File: config.mk
export PLATFORM = sky130hd
export DESIGN_NAME = stp_prescaler
export DESIGN_NICKNAME = d
export VERILOG_FILES = /design/src/hdl/stp_pkg.sv /design/src/hdl/stp_ext_edge.sv /design/src/hdl/stp_prescaler.sv
export VERILOG_INCLUDE_DIRS = /design/src /design/src/hdl
export SDC_FILE = /design/constraint.sdc
export NUM_CORES = 1
export LEC_CHECK = 0
export BUFFER_PORTS_ARGS = -buffer_cell sky130_fd_sc_hd__buf_2
export CORE_MARGIN = 3
export CORE_UTILIZATION = 43
export DETAILED_ROUTE_END_ITERATION = 10
export HOLD_SLACK_MARGIN = 0.02
export PLACE_DENSITY = 0.69
export SYNTH_ARGS = -nofsm -noshare
export SYNTH_HDL_FRONTEND = slang
export SYNTH_SLANG_ARGS = --single-unit
File: constraint.sdc
create_clock -name ref_clk_i -period 1.6 [get_ports ref_clk_i]
set_input_delay 0.08 -clock ref_clk_i [delete_from_list [all_inputs] [get_ports ref_clk_i]]
set_output_delay 0.08 -clock ref_clk_i [all_outputs]
set_load 0.05 [all_outputs]
File: src/hdl/stp_regs.svh
// Offsets, field positions, prescaler width and tap bits of the shared timer prescaler
`ifndef STP_REGS_SVH
`define STP_REGS_SVH
`define STP_CTRL_IO_ADDR     8'h20
`define STP_CTRL_DATA_ADDR   8'h40
`define STP_CTRL_RESET       8'h00
`define STP_BIT_SYNC_HOLD    7
`define STP_BIT_T0_PSR       1
`define STP_BIT_SHARED_PSR   0
`define STP_PRESCALER_WIDTH  10
`define STP_DIV8_TAP         2
`define STP_DIV64_TAP        5
`define STP_DIV256_TAP       7
`define STP_DIV1024_TAP      9
`endif

File: src/hdl/stp_pkg.sv
// Types shared by the shared timer prescaler files
package stp_pkg;
  typedef enum logic [2:0] {
    STP_CS_STOP    = 3'h0,
    STP_CS_DIRECT  = 3'h1,
    STP_CS_DIV8    = 3'h2,
    STP_CS_DIV64   = 3'h3,
    STP_CS_DIV256  = 3'h4,
    STP_CS_DIV1024 = 3'h5,
    STP_CS_EXT_NEG = 3'h6,
    STP_CS_EXT_POS = 3'h7
  } stp_clock_source_select_e;
  typedef logic [7:0] stp_byte_t;
endpackage

File: src/hdl/stp_ext_edge.sv
// Synchroniser and edge detector for one external count pin
`timescale 1ns/1ps
`include "stp_regs.svh"
module stp_ext_edge
  import stp_pkg::*;
(
  input  wire logic                              ref_clk_i,
  input  wire logic                              rst_n_i,
  input  wire logic                              clk_en_i,
  input  wire logic                              external_count_pin_i,
  input  wire stp_pkg::stp_clock_source_select_e clock_source_select_i,
  output logic                                   ext_tick_o
);
  import stp_pkg::*;

  logic latch_q;
  logic sync_reg;
  logic prev_reg;

  // Latch open while the clock is high; modelled as a falling-edge capture
  always_ff @(negedge ref_clk_i or negedge rst_n_i)
  begin
    if (!rst_n_i)
      latch_q <= 1'b0;
    else if (clk_en_i)
      latch_q <= external_count_pin_i;
  end

  // Rising-edge stages after the latch
  always_ff @(posedge ref_clk_i or negedge rst_n_i)
  begin
    if (!rst_n_i)
    begin
      sync_reg <= 1'b0;
      prev_reg <= 1'b0;
    end
    else if (clk_en_i)
    begin
      sync_reg <= latch_q;
      prev_reg <= sync_reg;
    end
  end

  // One tick per edge, polarity from the select, no division
  always_comb
  begin
    case (clock_source_select_i)
      STP_CS_EXT_POS: ext_tick_o = sync_reg & ~prev_reg;
      STP_CS_EXT_NEG: ext_tick_o = ~sync_reg & prev_reg;
      default:        ext_tick_o = 1'b0;
    endcase
  end

  a_ext_pos_tick: assert property (
    @(posedge ref_clk_i) disable iff (!rst_n_i)
    (clock_source_select_i == STP_CS_EXT_POS && ext_tick_o) |-> sync_reg && !prev_reg)
    else $error("rising tick without rising edge");
endmodule

File: src/hdl/stp_prescaler.sv
// Shared prescaler, clock select for three timers and the control register
`timescale 1ns/1ps
`include "stp_regs.svh"
module stp_prescaler
  import stp_pkg::*;
#(
  parameter int TIMERS   = 3,
  parameter int PS_WIDTH = `STP_PRESCALER_WIDTH
)
(
  input  wire logic                     ref_clk_i,
  input  wire logic                     rst_n_i,
  input  wire logic                     clk_en_i,
  input  wire logic [7:0]               io_addr_i,
  input  wire logic                     io_data_space_i,
  input  wire logic                     io_wr_i,
  input  wire logic                     io_rd_i,
  input  wire stp_pkg::stp_byte_t       io_wdata_i,
  output stp_pkg::stp_byte_t            io_rdata_o,
  input  wire logic [3*TIMERS-1:0]      clock_source_select_i,
  input  wire logic [TIMERS-1:0]        external_count_pin_i,
  output logic [TIMERS-1:0]             timer_tick_o,
  output logic                          timer0_prescaler_reset_o
);
  import stp_pkg::*;

  logic                timer_sync_hold_reg;
  logic                shared_prescaler_reset_reg;
  logic                timer0_prescaler_reset_reg;
  logic [PS_WIDTH-1:0] prescaler_reg;
  logic [PS_WIDTH-1:0] prescaler_next;
  logic [3:0]          tap_pulse;
  logic                ctrl_hit;
  logic [TIMERS-1:0]   ext_tick;
  stp_byte_t           rdata_reg;

  // Decode both address views of the control register
  assign ctrl_hit = io_data_space_i ? (io_addr_i == `STP_CTRL_DATA_ADDR)
                                    : (io_addr_i == `STP_CTRL_IO_ADDR);

  // Sync hold bit
  always_ff @(posedge ref_clk_i or negedge rst_n_i)
  begin
    if (!rst_n_i)
      timer_sync_hold_reg <= 1'b0;
    else if (clk_en_i && io_wr_i && ctrl_hit)
      timer_sync_hold_reg <= io_wdata_i[`STP_BIT_SYNC_HOLD];
  end

  // Prescaler reset bits: kept while hold set, cleared by hardware otherwise
  always_ff @(posedge ref_clk_i or negedge rst_n_i)
  begin
    if (!rst_n_i)
    begin
      shared_prescaler_reset_reg <= 1'b0;
      timer0_prescaler_reset_reg <= 1'b0;
    end
    else if (clk_en_i)
    begin
      if (io_wr_i && ctrl_hit)
      begin
        // Written value stands only if hold is set by this same write
        shared_prescaler_reset_reg <= io_wdata_i[`STP_BIT_SHARED_PSR]
                                      & io_wdata_i[`STP_BIT_SYNC_HOLD];
        timer0_prescaler_reset_reg <= io_wdata_i[`STP_BIT_T0_PSR]
                                      & io_wdata_i[`STP_BIT_SYNC_HOLD];
      end
      else if (!timer_sync_hold_reg)
      begin
        shared_prescaler_reset_reg <= 1'b0;
        timer0_prescaler_reset_reg <= 1'b0;
      end
    end
  end

  assign timer0_prescaler_reset_o = timer0_prescaler_reset_reg;

  // Free-running counter, cleared by a write pulse or a held reset
  always_comb
  begin
    if ((io_wr_i && ctrl_hit && io_wdata_i[`STP_BIT_SHARED_PSR]) || shared_prescaler_reset_reg)
      prescaler_next = '0;
    else
      prescaler_next = prescaler_reg + 1'b1;
  end

  always_ff @(posedge ref_clk_i or negedge rst_n_i)
  begin
    if (!rst_n_i)
      prescaler_reg <= '0;
    else if (clk_en_i)
      prescaler_reg <= prescaler_next;
  end

  // Tap pulses when the low bits roll over
  assign tap_pulse[0] = &prescaler_reg[`STP_DIV8_TAP:0];
  assign tap_pulse[1] = &prescaler_reg[`STP_DIV64_TAP:0];
  assign tap_pulse[2] = &prescaler_reg[`STP_DIV256_TAP:0];
  assign tap_pulse[3] = &prescaler_reg[`STP_DIV1024_TAP:0];

  genvar g;
  generate
    for (g = 0; g < TIMERS; g++)
    begin : g_timer
      stp_clock_source_select_e sel;
      logic                     tick;
      assign sel = stp_clock_source_select_e'(clock_source_select_i[3*g +: 3]);

      stp_ext_edge u_ext (
        .ref_clk_i             (ref_clk_i),
        .rst_n_i               (rst_n_i),
        .clk_en_i              (clk_en_i),
        .external_count_pin_i  (external_count_pin_i[g]),
        .clock_source_select_i (sel),
        .ext_tick_o            (ext_tick[g])
      );

      // Clock select; held prescaler reset halts prescaled timers
      always_comb
      begin
        case (sel)
          STP_CS_STOP:    tick = 1'b0;
          STP_CS_DIRECT:  tick = clk_en_i;
          STP_CS_DIV8:    tick = clk_en_i & tap_pulse[0]
                                 & ~shared_prescaler_reset_reg;
          STP_CS_DIV64:   tick = clk_en_i & tap_pulse[1]
                                 & ~shared_prescaler_reset_reg;
          STP_CS_DIV256:  tick = clk_en_i & tap_pulse[2]
                                 & ~shared_prescaler_reset_reg;
          STP_CS_DIV1024: tick = clk_en_i & tap_pulse[3]
                                 & ~shared_prescaler_reset_reg;
          STP_CS_EXT_NEG,
          STP_CS_EXT_POS: tick = clk_en_i & ext_tick[g];
          default:        tick = 1'b0;
        endcase
      end

      // One driver per tick bit keeps the mux free of shared-variable writes
      assign timer_tick_o[g] = tick;

      a_stop_idle: assert property (
        @(posedge ref_clk_i) disable iff (!rst_n_i)
        sel == STP_CS_STOP |-> !timer_tick_o[g])
        else $error("tick while stopped");
      a_div8_rate: assert property (
        @(posedge ref_clk_i) disable iff (!rst_n_i)
        (clk_en_i && sel == STP_CS_DIV8 && timer_tick_o[g])
          |-> prescaler_reg[2:0] == 3'h7)
        else $error("divide-by-8 tick at wrong phase");
      a_div1024_rate: assert property (
        @(posedge ref_clk_i) disable iff (!rst_n_i)
        (sel == STP_CS_DIV1024 && timer_tick_o[g]) |-> prescaler_reg[9:0] == 10'h3ff)
        else $error("divide-by-1024 tick at wrong phase");
      a_direct_tick: assert property (
        @(posedge ref_clk_i) disable iff (!rst_n_i)
        (clk_en_i && sel == STP_CS_DIRECT) |-> timer_tick_o[g])
        else $error("direct select missed a tick");
      a_held_no_tick: assert property (
        @(posedge ref_clk_i) disable iff (!rst_n_i)
        (shared_prescaler_reset_reg && sel >= STP_CS_DIV8 && sel <= STP_CS_DIV1024)
          |-> !timer_tick_o[g])
        else $error("prescaled tick while reset held");
    end
  endgenerate

  // Read data registered
  always_ff @(posedge ref_clk_i or negedge rst_n_i)
  begin
    if (!rst_n_i)
      rdata_reg <= `STP_CTRL_RESET;
    else if (clk_en_i && io_rd_i)
      rdata_reg <= ctrl_hit ? {timer_sync_hold_reg, 5'h00,
                               timer0_prescaler_reset_reg, shared_prescaler_reset_reg}
                            : 8'h00;
  end

  assign io_rdata_o = rdata_reg;

  a_psr_self_clear: assert property (
    @(posedge ref_clk_i) disable iff (!rst_n_i)
    (clk_en_i && !timer_sync_hold_reg && !(io_wr_i && ctrl_hit))
      |=> !shared_prescaler_reset_reg)
    else $error("prescaler reset not self-cleared");
  a_hold_keeps: assert property (
    @(posedge ref_clk_i) disable iff (!rst_n_i)
    (clk_en_i && timer_sync_hold_reg && shared_prescaler_reset_reg && !io_wr_i)
      |=> shared_prescaler_reset_reg)
    else $error("held prescaler reset dropped");
  a_hold_release: assert property (
    @(posedge ref_clk_i) disable iff (!rst_n_i)
    (clk_en_i && io_wr_i && ctrl_hit && !io_wdata_i[`STP_BIT_SYNC_HOLD])
      |=> !shared_prescaler_reset_reg && !timer0_prescaler_reset_reg)
    else $error("release did not clear reset bits");
  a_reset_restarts: assert property (
    @(posedge ref_clk_i) disable iff (!rst_n_i)
    (clk_en_i && shared_prescaler_reset_reg) |=> prescaler_reg == '0)
    else $error("prescaler not restarted");
  a_free_run: assert property (
    @(posedge ref_clk_i) disable iff (!rst_n_i)
    (clk_en_i && !shared_prescaler_reset_reg && !io_wr_i)
      |=> prescaler_reg == $past(prescaler_reg) + 1'b1)
    else $error("prescaler not free running");
  a_unmapped_read: assert property (
    @(posedge ref_clk_i) disable iff (!rst_n_i)
    (clk_en_i && io_rd_i && !ctrl_hit) |=> io_rdata_o == 8'h00)
    else $error("unmapped read returned data");
endmodule

==> After elaboration in Yosys (flattened, before gate mapping) <==
Index checks and enable logic that the tools add are counted.
{ "totals": {"ff_bits": 30, "latch_bits": 0, "ram_bits": 0, "rom_bits": 0, "input_bits": 34, "out_inout_bits": 12, "wordCells": 94, "mem_count": 0} }
{ "op_classes": {"n_addsub": 1, "multipliers": 0, "div": 0, "order_cmp": 0, "eq_ne": 24, "shift": 0, "mux": 12, "bitwise": 26, "reduce_logical": 17} }
{ "op_table": {"columns": ["op", "n"], "rows": [
  ["$eq 3x3->1 const B", 12],
  ["$pmux 1 s7", 3],
  ["$and 1x1->1", 19],
  ["$eq 3x2->1 const B", 6],
  ["$add 10x1->10 const B", 1],
  ["$mux 10", 1],
  ["$reduce_and 10->1", 1],
  ["$eq 3x1->1 const B", 3],
  ["$logic_not 3->1", 3],
  ["$eq 8x6->1 const B", 1],
  ["$eq 8x7->1 const B", 1],
  ["$mux 8", 1],
  ["$reduce_and 8->1", 1],
  ["$not 1->1", 7],
  ["$pmux 1 s2", 3],
  ["$reduce_and 6->1", 1],
  ["$reduce_or 2->1", 3],
  ["$logic_and 1x1->1", 5],
  ["$mux 1", 4],
  ["$reduce_and 3->1", 1],
  ["$ne 2x1->1 const B", 1],
  ["$reduce_and 2->1", 1],
  ["$logic_or 1x1->1", 1]
]} }

==> Depth between registers and ports, before layout <==
{ "logic_depth": {"depth_word": 6, "depth_mapped": 7, "ltp_nobuf": 6} }

==> Cells and area by module <==
A second synthesis with hierarchy kept.
{ "hier_totals": {"cells_unflattened": 150, "hier_area_um2": 1514.0} }
{ "by_module_without_submodules": {"columns": ["module", "instances", "cells_each", "area_each_um2", "seq_area_each_um2"], "rows": [
  ["stp_prescaler", 1, 120, 1101.1, 400.4],
  ["stp_ext_edge", 3, 10, 137.6, 75.1]
]} }

==> metrics.log <==
[metrics] die width: 63.9 microns
[metrics] global-route wire length before repair: 5060 microns
[metrics] arrival time reported for the critical path endpoint: 1.71 ns
[metrics] dominant combinational cell family by area after synthesis: simple AND/OR/NAND/NOR gates
[metrics] clock transition at the register clock pins on the worst setup and hold paths after CTS: 0.12 ns
[metrics] total power density per cell area: 840 nW/um^2
[metrics] remaining antenna violation count after routing: 0
[metrics] part of the power in the clock network: 17.3%
[metrics] static leakage power: 0.835 nW
[metrics] number of distinct library cells after synthesis: 39
[metrics] sum of net half-perimeters after detailed placement: 2280 microns
[metrics] share of cell area taken by muxes after synthesis: 9.47%
[metrics] number of flip-flops in the largest register: 10
[metrics] Vias/cell: 5.34
[metrics] depth of the worst hold-timing path: 3
[metrics] fin crit share: 112%
[metrics] class of the worst hold path: input port to flip-flop
[metrics] synthesized-area fraction occupied by adder cells: 1.74%
[metrics] count of flip-flops with a built-in enable after synthesis: 0
[metrics] clock tree sinks: 25
[metrics] Maximum Capacitance Violations: 0
[metrics] number of I/O pins: 46
[metrics] top cell types by occurrence after synthesis: dfrtp_1 (22), nand2_1 (14), a21oi_1 (12)
[metrics] vertical die dimension: 63.9 microns
[metrics] Post-Syn Area per Cell: 10.2 sq um
[metrics] violations in the final reports: setup timing
[metrics] Sw Ratio: 32.2%
[metrics] Post-Syn Area: 1440 sq um
[metrics] sequential-to-total area share from yosys stat: 43.4%
[metrics] antenna violations before repair: 0
[metrics] Mapped Cells: 141
[metrics] number of buffers created by CTS: 3
[metrics] simple-gate share of the synthesized area: 17.5%
[metrics] net switching power: 499 uW
[metrics] final net count: 223
[metrics] initial core utilization: 46.0%
[metrics] count of state elements after synthesis: 25
[metrics] proportion of power drawn by flip-flops and latches: 53.9%
[metrics] Most used DFF post-synth: dfrtp_1
[metrics] number of vias in the routed layout: 1228
[metrics] biggest fanout along the worst timing path: 3
[metrics] start-to-end type of the worst setup path: flip-flop to primary output
[metrics] maximum level of the CTS H-tree: 1
[metrics] post-placement setup slack: -0.130 ns
[metrics] Endpoint, Worst Hold: io_rdata_o[7]
[metrics] setup slack of the critical path after layout: -0.193 ns
[metrics] Inst Count DP: 218
[metrics] area share of the largest cell type after synthesis: 38.2%
[metrics] clock root cell: clkbuf_4
[metrics] initial drt markers: 24
[metrics] Crit. End Element: primary output
[metrics] grt ovf: 0
[metrics] storage element area: 626 sq um
[metrics] drt total wl: 3130 microns
[metrics] number of detailed-routing iterations run before antenna repair: 4
[metrics] fill cell count: 264
[metrics] total routing usage reported by global routing: 15.4%
[metrics] clock tree from TritonCTS: yes
[metrics] share of final-layout standard cells stronger than drive strength 1: 40.3%
[metrics] most common cell in the netlist: dfrtp_1
[metrics] post-synthesis to final-layout area growth: 28.1%
[metrics] nature of the critical path startpoint: flip-flop
[metrics] core area: 3130 sq um
[metrics] Peak supply drop: 475 uV
[metrics] shortest clock period the worst path allows after layout: 1.79 ns
[metrics] routed wire length per instance: 13.6 microns
[metrics] internal power: 1.05 mW
[metrics] number of antenna diodes: 0
[metrics] total area of multi-input combinational cells: 807 sq um
[metrics] final number of setup-violating endpoints: 3
[metrics] Worst Skew: 0.00511 ns
[metrics] DIE AREA: 4080 sq um
[metrics] share of synthesized registers carrying an async set or reset: 100%
[metrics] largest net degree at the start of global routing: 16
[metrics] outcome: finished with violations
[metrics] cell type with the highest aggregate area in the netlist: dfrtp_1
[metrics] clock buffer depth: 2
[metrics] xor/xnor share of the synthesized area: 4.26%
[metrics] Synth Area in Compound Gates: 17.0%
[metrics] number of hold violations in the final report: 0
[metrics] number of warnings issued by yosys: 0
[metrics] launching point of the worst reg2reg path: g_timer[2].u_ext.latch_q
[metrics] fin util: 59.0%
[metrics] Critical Path RT: 1.52 ns
[metrics] unrepaired setup endpoints after global routing: true
[metrics] power share of the combinational group: 28.8%
[metrics] standard-cell row count: 20
[metrics] Hold Path Origin: io_rd_i
[metrics] largest cells by area after synthesis: dfrtp_1 (38%), mux2_2 (7.0%), dfrtn_1 (5.2%)
[metrics] routability congestion estimate: 0.770
[metrics] count of input and output buffers: 35
[metrics] number of global-route vias before repair: 1180
[metrics] number of pins exceeding their max-slew limit in the final report: 0
[metrics] worst setup slack for register-to-register paths: 0.07 ns
[metrics] Layout Cells excl Fill: 230
[metrics] Reg2Reg Depth: 1
[metrics] final routed DRC violation total: 0
[metrics] worst flop-to-flop path endpoint: g_timer[2].u_ext.sync_reg
[metrics] worst skew pair latency: 0.30 ns
[metrics] Highest Clock Rate: 0.558 GHz
==> critical path, cell delays in order, from the launching register on <==
cell	delay, ns
dfrtp_1	0.37
ha_2	0.22
buf_6	0.10
nand4_1	0.18
nor2_4	0.22
o2bb2ai_2	0.13
buf_6	0.17
==> cell families (layout without fill, tap and decap cells) <==
logic type,after synthesis,count (layout)
mux,12,12
xor+xnor,7,7
other cells,1,5
fa+ha+maj,2,2
buf+inv,15,56
flops,25,25
simple gates,44,44
compound gates,35,35
==> final cells by class <==
cell class | count | share of cell area, %
repair buffers | 50 | 17.5
multi-input cells | 105 | 43.8
inverters | 2 | 0.407
flip-flops and latches | 25 | 33.9
clock buffers | 4 | 1.42
well taps | 44 | 2.99
==> layer usage <==
metal	track usage (%)	part of all wire [%]
met5	0	0
met1	18.4	43
met4	5.12	0.77
met2	27.5	50
met3	2.99	6.9
==> per-stage QoR <==
step | cell area (sq um) | hold slack [ns] | total power, mW | setup TNS, ns
global placement | 1650 | -0.00566 | 1.18 | -1.20
global route | 1840 | 0.123 | 1.66 | -0.857
floorplan | 1460 | -0.216 | 1.08 | 0
CTS | 1800 | 0.112 | 1.54 | -0.659
detailed placement | 1650 | 0.00776 | 1.21 | -1.79
finish | 1840 | 0.140 | 1.55 | -0.566
==> worst max-delay path by stage <==
| stage | start | to | slack, ns | depth (start not counted) |
|---|---|---|---|---|
| 2_1_floorplan | io_addr_i[1] | timer_sync_hold_reg | 0.03 | 4 |
| 3_3_place_gp | io_addr_i[1] | prescaler_reg[0] | -0.09 | 5 |
| 3_5_place_dp | io_addr_i[1] | prescaler_reg[1] | -0.13 | 5 |
| 4_1_cts | prescaler_reg[1] | timer_tick_o[2] | -0.22 | 6 |
| 5_1_grt | prescaler_reg[0] | timer_tick_o[0] | -0.29 | 6 |
| 6_report | prescaler_reg[1] | timer_tick_o[0] | -0.19 | 6 |
==> what timing repair did <==
item,4_1_cts,5_1_grt
resized for setup,11,9
hold buffers,5,0
hold endpoints to repair,25,0
setup buffers,3,0
pin swaps,5,6
setup endpoints to repair,3,3
==> layout by cell type (no fill, tap or decap), types with 3 or more instances in the layout <==
cell,n
a21oi_1,12
o22ai_1,5
clkbuf_4,3
dfrtn_1,3
nand4_1,5
dlygate4sd3_1,5
buf_4,9
o2bb2ai_2,3
xor2_1,3
a22o_1,3
mux2_2,9
nand4b_1,3
nand2_1,14
buf_2,32
nand2b_1,6
xnor2_1,4
o21ai_0,4
buf_6,4
dfrtp_1,22
conb_1,5
==> power groups by stage <==
stage          sequential [mW]  combinational (mW)  clock [mW]
2_1_floorplan            0.816               0.268           0
3_3_place_gp             0.831               0.353           0
3_5_place_dp             0.841               0.371           0
4_1_cts                  0.832               0.429       0.281
5_1_grt                  0.845               0.499       0.316
6_report                 0.835               0.446       0.268
(Power assumes the default switching activity.)
